$ cat config.mk
export PLATFORM = sky130hd
export DESIGN_NAME = fault_watchdog
export DESIGN_NICKNAME = d
export VERILOG_FILES = /design/src/verilog/fault_watchdog_pkg.sv /design/src/verilog/fault_watchdog.sv
export SDC_FILE = /design/constraint.sdc
export NUM_CORES = 1
export LEC_CHECK = 0
export BUFFER_PORTS_ARGS = -buffer_cell sky130_fd_sc_hd__buf_2
export CELL_PAD_IN_SITES_DETAIL_PLACEMENT = 0
export CELL_PAD_IN_SITES_GLOBAL_PLACEMENT = 2
export CORE_MARGIN = 4
export CORE_UTILIZATION = 28
export DETAILED_ROUTE_END_ITERATION = 8
export PLACE_DENSITY = 0.81
export SYNTH_ARGS = -nofsm -noshare
export SYNTH_HDL_FRONTEND = slang
export SYNTH_SLANG_ARGS = --single-unit
$ cat constraint.sdc
create_clock -name hclk -period 2.32 [get_ports hclk]
set_clock_uncertainty 0.1 [all_clocks]
set_input_delay 0.348 -clock hclk [delete_from_list [all_inputs] [get_ports hclk]]
set_output_delay 0.348 -clock hclk [all_outputs]
set_load 0.05 [all_outputs]
$ cat src/verilog/fault_watchdog_pkg.sv
// Constants, register layout and types for the fault watchdog.
// Assumes a 100 MHz hclk that also serves as the machine cycle clock.
`default_nettype none

package fault_watchdog_pkg;

   ////////////////////////////////////////////////////////////////////////
   // Register map (index printed, byte address is four times it)
   localparam logic [7:0] CTRL_INDEX = 8'h2e;
   localparam int ADDR_W = 10;
   localparam logic [ADDR_W-1:0] CTRL_ADDR = {CTRL_INDEX, 2'b00};
   localparam logic [7:0] CTRL_RESET = 8'h7f;
   localparam int ACTIVE_BIT = 7;
   localparam int TOP_BIT = 6;
   localparam logic [6:0] CNT_EXPIRE = 7'h40;

   ////////////////////////////////////////////////////////////////////////
   // Timing
   localparam int CLK_MHZ = 100;
   localparam int STEP_CYCLES = 16000;
   localparam int RST_PULSE_NS = 30000;
   localparam int RST_PULSE_CYCLES = (RST_PULSE_NS * CLK_MHZ) / 1000;
   localparam int PHASE_SHORT_CYCLES = 256;
   localparam int PHASE_LONG_CYCLES = 4096;
   localparam int TMR_W = 13;

   ////////////////////////////////////////////////////////////////////////
   // Bus and state types
   typedef struct packed {
      logic valid;
      logic write;
      logic hit;
   } ahb_req_t;

   typedef enum logic [1:0] {
      ST_RUN,
      ST_PULSE,
      ST_PHASE
   } wd_state_t;

endpackage : fault_watchdog_pkg

`default_nettype wire

$ cat src/verilog/fault_watchdog.sv
// AHB-Lite fault watchdog: free-running 7-bit countdown with chip reset.
// Assumes one AHB-Lite master, halt and option levels on the hclk domain.
`default_nettype none

// Overview of operation
// Count steps down once per 16000 machine cycles, 64 programmable steps.
// Active watchdog passing 40h to 3Fh starts an about 30 us reset pulse.
// Countdown keeps running even while the watchdog is inactive.
// Software refreshes periodically with C0h to FFh.
// Low six counter bits give steps from refresh to reset.
// Inactive after reset; activation bit set-only, cleared by reset alone.
// Reset generated only while activation bit is one.
// Write setting active and clearing top bit forces immediate reset.
// Halt while active resets unless no-reset-on-halt option is set.
// Hardware option makes watchdog always active, activation bit unused.
// Control register resets to 7Fh.
// Bit 7 activation, bits 6:0 count; reading returns current count.
// C0h times out in 1 to 2 ms, FFh in 127 to 128 ms; at 100 MHz the code gives 0 to 0.16 ms and 10.08 to 10.24 ms.
// Reset phase of 256 or 4096 cycles follows the timeout.
// With no-reset-on-halt, software refreshes before halt.
module fault_watchdog
   import fault_watchdog_pkg::*;
#(
   parameter int STEP_CYCLES_P = STEP_CYCLES,
   parameter int PRE_W = 14
) (
   input wire logic hclk,
   input wire logic hresetn,
   input wire logic hsel,
   input wire logic [31:0] haddr,
   input wire logic [1:0] htrans,
   input wire logic hwrite,
   input wire logic [2:0] hsize,
   input wire logic [31:0] hwdata,
   input wire logic hready,
   output logic [31:0] hrdata,
   output logic hreadyout,
   output logic hresp,
   input wire logic halt_exec,
   input wire logic hw_watchdog_opt,
   input wire logic no_reset_on_halt_option,
   input wire logic long_reset_phase_opt,
   output logic chip_reset_n,
   output logic reset_phase_busy
);

   ////////////////////////////////////////////////////////////////////////
   // Declarations
   ahb_req_t req_ff, nxt_req;
   logic [31:0] hrdata_ff, nxt_hrdata;
   logic hreadyout_ff, hresp_ff;
   logic [PRE_W-1:0] pre_ff, nxt_pre;
   logic [6:0] count_ff, nxt_count;
   logic active_ff, nxt_active;
   wd_state_t state_ff, nxt_state;
   logic [TMR_W-1:0] tmr_ff, nxt_tmr;
   logic chip_reset_n_ff, nxt_chip_reset_n;
   logic busy_ff, nxt_busy;
   logic wr_en, step, active_eff, expire, force_rst, halt_rst, trigger;
   logic pulse_done, phase_done;
   logic [TMR_W-1:0] phase_last;
   logic unused_ok;

   function automatic logic addr_hit(input logic [31:0] a);
      addr_hit = (a[ADDR_W-1:0] == CTRL_ADDR) && (a[31:ADDR_W] == '0);
   endfunction : addr_hit

   assign unused_ok = ^{hsize, hwdata[31:8]};

   ////////////////////////////////////////////////////////////////////////
   // Bus slave: zero wait states, reads sampled in the address phase
   always_comb begin
      nxt_req = req_ff;
      nxt_hrdata = 32'h0000_0000;
      if (hready) begin
         nxt_req.valid = hsel && htrans[1];
         nxt_req.write = hwrite;
         nxt_req.hit = addr_hit(haddr);
         if (hsel && htrans[1] && !hwrite && addr_hit(haddr)) begin
            nxt_hrdata = {24'h0000_00, active_ff, count_ff};
         end
      end
   end

   always_ff @(posedge hclk or negedge hresetn) begin
      if (!hresetn) begin
         req_ff <= '0;
         hrdata_ff <= 32'h0000_0000;
         hreadyout_ff <= 1'b0;
         hresp_ff <= 1'b0;
      end else begin
         req_ff <= nxt_req;
         hrdata_ff <= nxt_hrdata;
         hreadyout_ff <= 1'b1; // Never stretches a transfer
         hresp_ff <= 1'b0;
      end
   end

   assign wr_en = req_ff.valid && req_ff.write && req_ff.hit;

   ////////////////////////////////////////////////////////////////////////
   // Prescaler: never cleared by a write, hence the one-step spread
   always_comb begin
      step = (pre_ff == PRE_W'(STEP_CYCLES_P - 1));
      nxt_pre = step ? '0 : pre_ff + 1'b1;
   end

   ////////////////////////////////////////////////////////////////////////
   // Control register and reset triggers
   always_comb begin
      active_eff = active_ff || hw_watchdog_opt;
      expire = step && !wr_en && (count_ff == CNT_EXPIRE) && active_eff;
      force_rst = wr_en && !hwdata[TOP_BIT] && (hwdata[ACTIVE_BIT] || active_eff);
      halt_rst = halt_exec && active_eff && !no_reset_on_halt_option;
      trigger = (state_ff == ST_RUN) && (expire || force_rst || halt_rst);
      nxt_count = count_ff;
      nxt_active = active_ff;
      if (wr_en) begin
         nxt_count = hwdata[6:0];
         nxt_active = active_ff || hwdata[ACTIVE_BIT];
      end else if (step) begin
         nxt_count = count_ff - 7'd1;
      end
      if (phase_done) begin
         nxt_count = CTRL_RESET[6:0];
         nxt_active = CTRL_RESET[ACTIVE_BIT];
      end
   end

   always_ff @(posedge hclk or negedge hresetn) begin
      if (!hresetn) begin
         pre_ff <= '0;
         count_ff <= CTRL_RESET[6:0];
         active_ff <= CTRL_RESET[ACTIVE_BIT];
      end else begin
         pre_ff <= nxt_pre;
         count_ff <= nxt_count;
         active_ff <= nxt_active;
      end
   end

   ////////////////////////////////////////////////////////////////////////
   // Reset sequencer: pin pulse, then the reset phase
   always_comb begin
      phase_last = long_reset_phase_opt ? TMR_W'(PHASE_LONG_CYCLES - 1)
                                        : TMR_W'(PHASE_SHORT_CYCLES - 1);
      pulse_done = (state_ff == ST_PULSE) && (tmr_ff == TMR_W'(RST_PULSE_CYCLES - 1));
      phase_done = (state_ff == ST_PHASE) && (tmr_ff == phase_last);
      nxt_state = state_ff;
      nxt_tmr = tmr_ff + 1'b1;
      case (state_ff)
         ST_RUN: begin
            nxt_tmr = '0;
            if (trigger) begin
               nxt_state = ST_PULSE;
            end
         end
         ST_PULSE: begin
            if (pulse_done) begin
               nxt_state = ST_PHASE;
               nxt_tmr = '0;
            end
         end
         ST_PHASE: begin
            if (phase_done) begin
               nxt_state = ST_RUN;
               nxt_tmr = '0;
            end
         end
         default: begin
            nxt_state = ST_RUN;
            nxt_tmr = '0;
         end
      endcase
      nxt_chip_reset_n = (nxt_state != ST_PULSE);
      nxt_busy = (nxt_state != ST_RUN);
   end

   always_ff @(posedge hclk or negedge hresetn) begin
      if (!hresetn) begin
         state_ff <= ST_RUN;
         tmr_ff <= '0;
         chip_reset_n_ff <= 1'b1;
         busy_ff <= 1'b0;
      end else begin
         state_ff <= nxt_state;
         tmr_ff <= nxt_tmr;
         chip_reset_n_ff <= nxt_chip_reset_n;
         busy_ff <= nxt_busy;
      end
   end

   ////////////////////////////////////////////////////////////////////////
   // Outputs
   assign hrdata = hrdata_ff;
   assign hreadyout = hreadyout_ff;
   assign hresp = hresp_ff;
   assign chip_reset_n = chip_reset_n_ff;
   assign reset_phase_busy = busy_ff;

   ////////////////////////////////////////////////////////////////////////
   // Assertions
   property p_step_dec;
      @(posedge hclk) disable iff (!hresetn)
      (step && !wr_en && !phase_done) |=> (count_ff == 7'($past(count_ff) - 7'd1));
   endproperty
   a_step_dec: assert property (p_step_dec) else $error("count missed a step");

   property p_expire_pulse;
      @(posedge hclk) disable iff (!hresetn)
      (state_ff == ST_RUN && active_eff && step && !wr_en && count_ff == 7'h40)
         |=> !chip_reset_n_ff [*8];
   endproperty
   a_expire_pulse: assert property (p_expire_pulse) else $error("no pulse on expiry");

   property p_free_run;
      @(posedge hclk) disable iff (!hresetn)
      (!active_eff && step && !wr_en && !phase_done) |=> $changed(count_ff);
   endproperty
   a_free_run: assert property (p_free_run) else $error("counter stalled when idle");

   property p_refresh_load;
      @(posedge hclk) disable iff (!hresetn)
      (wr_en && !phase_done) |=> (count_ff == $past(hwdata[6:0]));
   endproperty
   a_refresh_load: assert property (p_refresh_load) else $error("refresh not loaded");

   property p_active_sticky;
      @(posedge hclk) disable iff (!hresetn)
      (active_ff && !phase_done) |=> active_ff;
   endproperty
   a_active_sticky: assert property (p_active_sticky) else $error("active bit cleared");

   property p_no_reset_inactive;
      @(posedge hclk) disable iff (!hresetn)
      (state_ff == ST_RUN && !active_eff && !(wr_en && hwdata[ACTIVE_BIT]))
         |=> chip_reset_n_ff;
   endproperty
   a_no_reset_inactive: assert property (p_no_reset_inactive) else $error("reset while off");

   property p_force;
      @(posedge hclk) disable iff (!hresetn)
      (state_ff == ST_RUN && wr_en && hwdata[ACTIVE_BIT] && !hwdata[TOP_BIT])
         |=> !chip_reset_n_ff;
   endproperty
   a_force: assert property (p_force) else $error("forced reset missing");

   property p_halt;
      @(posedge hclk) disable iff (!hresetn)
      (state_ff == ST_RUN && halt_exec && active_eff && !no_reset_on_halt_option)
         |=> !chip_reset_n_ff;
   endproperty
   a_halt: assert property (p_halt) else $error("halt did not reset");

   property p_hw_opt;
      @(posedge hclk) disable iff (!hresetn)
      (state_ff == ST_RUN && hw_watchdog_opt && step && !wr_en && count_ff == 7'h40)
         |=> !chip_reset_n_ff;
   endproperty
   a_hw_opt: assert property (p_hw_opt) else $error("hardware option ignored");

   property p_self_clear;
      @(posedge hclk) disable iff (!hresetn)
      phase_done |=> ({active_ff, count_ff} == 8'h7f) && chip_reset_n_ff && !busy_ff;
   endproperty
   a_self_clear: assert property (p_self_clear) else $error("not back to 7Fh");

   property p_read;
      @(posedge hclk) disable iff (!hresetn)
      (hready && hsel && htrans[1] && !hwrite && addr_hit(haddr))
         |=> (hrdata_ff[7:0] == $past({active_ff, count_ff})) && (hrdata_ff[31:8] == '0);
   endproperty
   a_read: assert property (p_read) else $error("read value wrong");

   property p_pre_wrap;
      @(posedge hclk) disable iff (!hresetn)
      step |=> (pre_ff == '0);
   endproperty
   a_pre_wrap: assert property (p_pre_wrap) else $error("prescaler did not wrap");

   property p_halt_quiet;
      @(posedge hclk) disable iff (!hresetn)
      (state_ff == ST_RUN && halt_exec && no_reset_on_halt_option && !wr_en
         && !(step && count_ff == CNT_EXPIRE)) |=> chip_reset_n_ff;
   endproperty
   a_halt_quiet: assert property (p_halt_quiet) else $error("halt not suppressed");

   property p_low_busy;
      @(posedge hclk) disable iff (!hresetn)
      !chip_reset_n_ff |-> busy_ff;
   endproperty
   a_low_busy: assert property (p_low_busy) else $error("pulse outside busy");

   c_expire: cover property (@(posedge hclk) disable iff (!hresetn)
      (state_ff == ST_RUN) && expire);
   c_force: cover property (@(posedge hclk) disable iff (!hresetn)
      (state_ff == ST_RUN) && force_rst);
   c_halt: cover property (@(posedge hclk) disable iff (!hresetn)
      (state_ff == ST_RUN) && halt_rst);
   c_phase_end: cover property (@(posedge hclk) disable iff (!hresetn) phase_done);
   c_hw_expire: cover property (@(posedge hclk) disable iff (!hresetn)
      hw_watchdog_opt && !active_ff && expire);

endmodule : fault_watchdog

`default_nettype wire

Word level (Yosys, flattened, before mapping)

Index checks and enable logic that the tools add are counted.

Register bits: 75
Input bits: 78
Output and inout port bits: 36
Word-level logic and storage cells: 69

Add/subtract/negate cells: 3
Equality and inequality tests: 8
Mux-type cells: 16
Reductions and logical operators: 30

Operator list:

| kind                                             | number |
|---|---|
| two-way mux 32 bit                               | 1 |
| two-way mux 13 bit                               | 2 |
| one-hot mux 13 bit (2 select lines)              | 1 |
| zero test 22 bit                                 | 1 |
| two-way mux 7 bit                                | 3 |
| logical AND 1 bit                                | 16 |
| adder 14 x 1 -> 14 bit, second input constant    | 1 |
| == test 14 bit, second input constant            | 1 |
| two-way mux 14 bit                               | 1 |
| adder 13 x 1 -> 13 bit, second input constant    | 1 |
| == test 13 x 12 -> 1 bit                         | 1 |
| == test 13 x 12 -> 1 bit, second input constant  | 1 |
| two-way mux 12 bit                               | 1 |
| == test 10 x 8 -> 1 bit, second input constant   | 1 |
| two-way mux 8 bit                                | 1 |
| == test 7 bit, second input constant             | 1 |
| subtractor 7 x 1 -> 7 bit, second input constant | 1 |
| two-way mux 2 bit                                | 3 |
| one-hot mux 2 bit (3 select lines)               | 1 |
| logical OR 1 bit                                 | 5 |
| zero test 1 bit                                  | 4 |
| nonzero test 2 bit                               | 2 |
| nonzero test 3 bit                               | 1 |
| == test 2 x 1 -> 1 bit, second input constant    | 1 |
| other kinds (4)                                  | 5 |

Logic depth before layout (Yosys ltp)

Word-level depth: 12
Depth in mapped cells: 8

Worst setup path before layout

OpenSTA, ideal clock, no wires.

Kind: reg-to-reg
Start: reg pre_ff[0]
End: reg busy_ff, in the netlist reset_phase_busy
Arrival: 1,754 ps
Data required time: 2,097 ps
Setup slack: 343 ps
Cell stages (with the launch flop): 8
Path buffers: 0
Clock period less this slack: 1,977 ps
Cell sequence: dfrtp_1 ha_1 nand3_2 nor4_4 nand3_1 a21oi_1 o221a_2 a21oi_1

Longest elaborated chain between the ends: 10

RTL lines:

| item                               | line                  | RTL |
|---|---|---|
| from (decl)                        | fault_watchdog.sv:52  | `logic [PRE_W-1:0] pre_ff, nxt_pre;` |
| from (signal assigned)             | fault_watchdog.sv:136 | `pre_ff <= nxt_pre;` |
| == test 14 bit                     | fault_watchdog.sv:104 | `step = (pre_ff == PRE_W'(STEP_CYCLES_P - 1));` |
| logical AND 1 bit (3 in a row)     | fault_watchdog.sv:112 | `expire = step && !wr_en && (count_ff == CNT_EXPIRE) && active_eff;` |
| logical OR 1 bit (2 in a row)      | fault_watchdog.sv:115 | `trigger = (state_ff == ST_RUN) && (expire \|\| force_rst \|\| halt_rst);` |
| logical AND 1 bit                  | fault_watchdog.sv:115 |  |
| two-way mux 2 bit                  | fault_watchdog.sv:154 | `if (trigger) begin` |
| one-hot mux 2 bit (3 select lines) | fault_watchdog.sv:151 | `case (state_ff)` |
| nonzero test 2 bit                 | fault_watchdog.sv:176 | `nxt_busy = (nxt_state != ST_RUN);` |
| net nxt_busy                       | fault_watchdog.sv:58  | `logic busy_ff, nxt_busy;` |
| to (signal assigned)               | fault_watchdog.sv:189 | `busy_ff <= nxt_busy;` |
| to (decl)                          | fault_watchdog.sv:58  |  |

The timed path passes the listed nets, and every way through them passes these cells.
A chain may end at the register's enable or synchronous reset.

Final worst setup path

Start: reg pre_ff[8]
End: reg busy_ff, in the netlist reset_phase_busy

The elaborated chain is that of the path after synthesis.

==> run_results.csv <==
group,metric,value,unit
status,status,"finished, final reports clean",
die,initial_core_util,0.290,
clocking,cts_tree,"yes",
route,wl_met1,2650,um
critical_path,path_max_fanout,4,
power_and_ir_drop,power_density,494,nW/um^2
route,wire_per_inst,12.0,um
route,vias,2065,
global_route,grt-ovfl-total,0,
route,top_layer_used,"met4",
finish,syn2layout_area_growth,18.9,%
placed_design,place_hpwl,4400,um
route,antenna_left,0,
synth,synth_cells,275,
synth,synth-simple-area-share,0.242,
route,routed_via_density,4.35,
die,ios,114,
global_route,grt.total_usage,0.103,
placed_design,io_buffers,60,
critical_path,endpoint_kind,"flip-flop",
run,max_cap_violations,0,
route,drc,0,
die,fp-row-count,35,
synth,muxShareOfSynthArea,0.00833,
finish,multi_input_area,1270,um^2
clocking,clk_latency,0.30,ns
critical_path,critPathArrivalTime,2.16,ns
placed_design,globalplace.congestion,0.798,
synth,syn_area_per_cell,9.83,um^2
finish,nets,431,
sta,setup_viol,0,
synth,ys_seq_elements,51,
critical_path,r2r_slack,0.26,ns
clocking,cts_setup_buffers,0,
global_route,antenna_found_initial,0,
die,fp.dieH,106,um
clocking,cts_root_buffer,"clkbuf_8",
synth,synth_cell_types,41,
die,fp.dieW,106,um
sta,slew_violations,0,
synth,synth_compound_area_frac,0.0634,
critical_path,required,2.41,ns
route,dr.pass1.iters,4,
die,die-area,11300,um^2
worst_hold_path,holdPathStages,3,
clocking,cts.reportedPaths.clkPinSlew,0.09,ns
clocking,cts-buffers-inserted,5,
finish,num_antenna_cells,0,
critical_path,crit_end,"reset_phase_busy",
critical_path,critPathLaunch,"pre_ff[8]",
clocking,cts_resized,0,
sta,period_needed,2.06,ns
synth,synth_edf_count,0,
die,core,9330,um^2
placed_design,dpl_worst_slack,0.208,ns
synth,synth_top_family_by_area,"simple AND/OR/NAND/NOR gates",
critical_path,r2r.worst_path.cells,6,
route,dr_wl_met2,2800,um
finish,fillers,975,
critical_path,path_class,"reg -> reg",
sta,hold_violations,0,
sta,max-slew-margin-rel,0.621,
synth,synth_area,2700,um^2
clocking,cts_sinks,51,
route,wl_met3,238,um
power_and_ir_drop,vdd_drop_max,0.000220,V
sta,fmax,0.484,GHz
finish,drive_gt1_frac,0.254,
sta,postLayoutSetupSlackWorst,0.256,ns
route,drt-total-wl,5710,um
global_route,grt_max_degree,29,
finish,seq_area,1290,um^2
global_route,grt_pass1_vias,2023,
synth,synth_fa_ha_area_frac,0.0370,
synth,synthFlopType,"dfrtp_1",
critical_path,timing.rr.start,"pre_ff[8]",
synth,synth_xor_area_frac,0.0843,
route,drtIter0Drc,75,
sta,setup_tns,0,ns
synth,yosys_warnings,0,
sta,worstMarginPinSlew,0.569,ns
critical_path,critPathLaunchType,"flip-flop",
clocking,htreeDepth,2,
synth,synthArstFlopShare,1.00,
sta,post-route-period-util,0.890,
sta,grt_setup_unrepaired,"false",
worst_hold_path,min_path_type,"in -> reg",
clocking,cts_max_path_buffers,2,
global_route,grt_pass1_wl,9530,um
power_and_ir_drop,leakage,1.52,nW
synth,ys_seq_area_frac,0.476,
critical_path,r2r-end,"reset_phase_busy",
-- cells by family after synthesis --
group                      after synthesis
AOI/OAI and AO/OA                       26
xor gates and xnor gates                26
adders and majority gates                8
buffers and inverters                   37
DFF                                     51
muxes                                    2
other                                    2
and+or+nand+nor                        123
-- through the flow --
step | instance area [um^2] | power, W | hold slack, ns | cells | utilization
finish | 3210 | 0.00159 | 0.156 | 475 | 0.345
global route | 3210 | 0.00166 | 0.168 | 475 | 0.345
CTS | 3210 | 0.00161 | 0.151 | 475 | 0.345
detailed placement | 3120 | 0.00111 | 0.280 | 466 | 0.335
global placement | 3120 | 0.00110 | 0.270 | 466 | 0.335
floorplan | 2790 | 0.00107 | -0.0476 | 299 | -
-- report_power, final --
group | internal [W] | switching, W | leakage (nW)
combinational | 0.0000458 | 0.000134 | 0.842
clock | 0.000215 | 0.000282 | 0.0395
sequential | 0.000901 | 0.00000829 | 0.640
-- final cells by class --
cell class,count,area share
Timing Repair Buffer,67,0.118
Tap cell,129,0.0502
Clock buffer,8,0.0249
Inverter,9,0.0105
Multi-Input combinational cell,211,0.396
Sequential cell,51,0.400
-- flip-flops by register name, summed over array words and instances (netlist names) --
signal and flops:
pre_ff 14, tmr_ff 13, hrdata 8, count_ff 7
req_ff 3, state_ff 2, active_ff 1, chip_reset_n 1
hreadyout 1, reset_phase_busy 1
-- placed cells by master (no fill, tap or decap), drive strengths merged, types with 2 or more instances in the layout --
cell type,instances
buf,66
dfrtp,43
nor2,41
conb,26
nand2,19
nand3,17
xor2,13
xnor2,13
nor4,12
o21ai,10
inv,9
and3,8
a21oi,8
ha,8
dfstp,8
clkbuf,8
and2,7
nand4,5
nor3,2
nand2b,2
o221a,2
or3,2
mux2,2
nor4b,2
o211ai,2
-- worst max-delay path, cell delays in order, from the launching register on --
cell and delay, ns:
dfrtp_1 0.41, nand4bb_1 0.28, nor4_4 0.40, nand3_1 0.15, a21oi_1 0.27, o221a_2 0.28
a21oi_1 0.07
-- cells in the mapped netlist (all sizes together), types with 5 or more instances --
library cell | number | area, um^2
dfrtp | 43 | 1080
nor2 | 41 | 154
buf | 26 | 193
nand2 | 19 | 71.3
nand3 | 17 | 90.1
xnor2 | 13 | 114
xor2 | 13 | 114
nor4 | 12 | 90.1
o21ai | 10 | 50.0
inv | 9 | 33.8
a21oi | 8 | 40.0
and3 | 8 | 50.1
dfstp | 8 | 210
ha | 8 | 100
and2 | 7 | 43.8
nand4 | 5 | 31.3
-- worst min-delay path by stage --
stage / start / end / slack, ns
after global placement: hresetn / hrdata[2] / 0.27
after global routing: hwdata[5] / count_ff[5] / 0.17
final: hwdata[1] / count_ff[1] / 0.16
after floorplan: hresetn / active_ff / -0.05
after detailed placement: hresetn / hrdata[2] / 0.28
after CTS: hwdata[1] / count_ff[1] / 0.15
-- timing repair --
action | in CTS | in global routing
setup endpoints to repair | 0 | 1
hold buffers | 1 | 0
hold endpoints to repair | 17 | 0
-- layer usage --
metal | GRT usage | vias up
li1 | - | 1033
met1 | 0.140 | 989
met2 | 0.167 | 41
met3 | 0.0231 | 2
met4 | 0.0222 | 0
met5 | 0 | -
No activity file was read; power rests on OpenSTA's default activity.
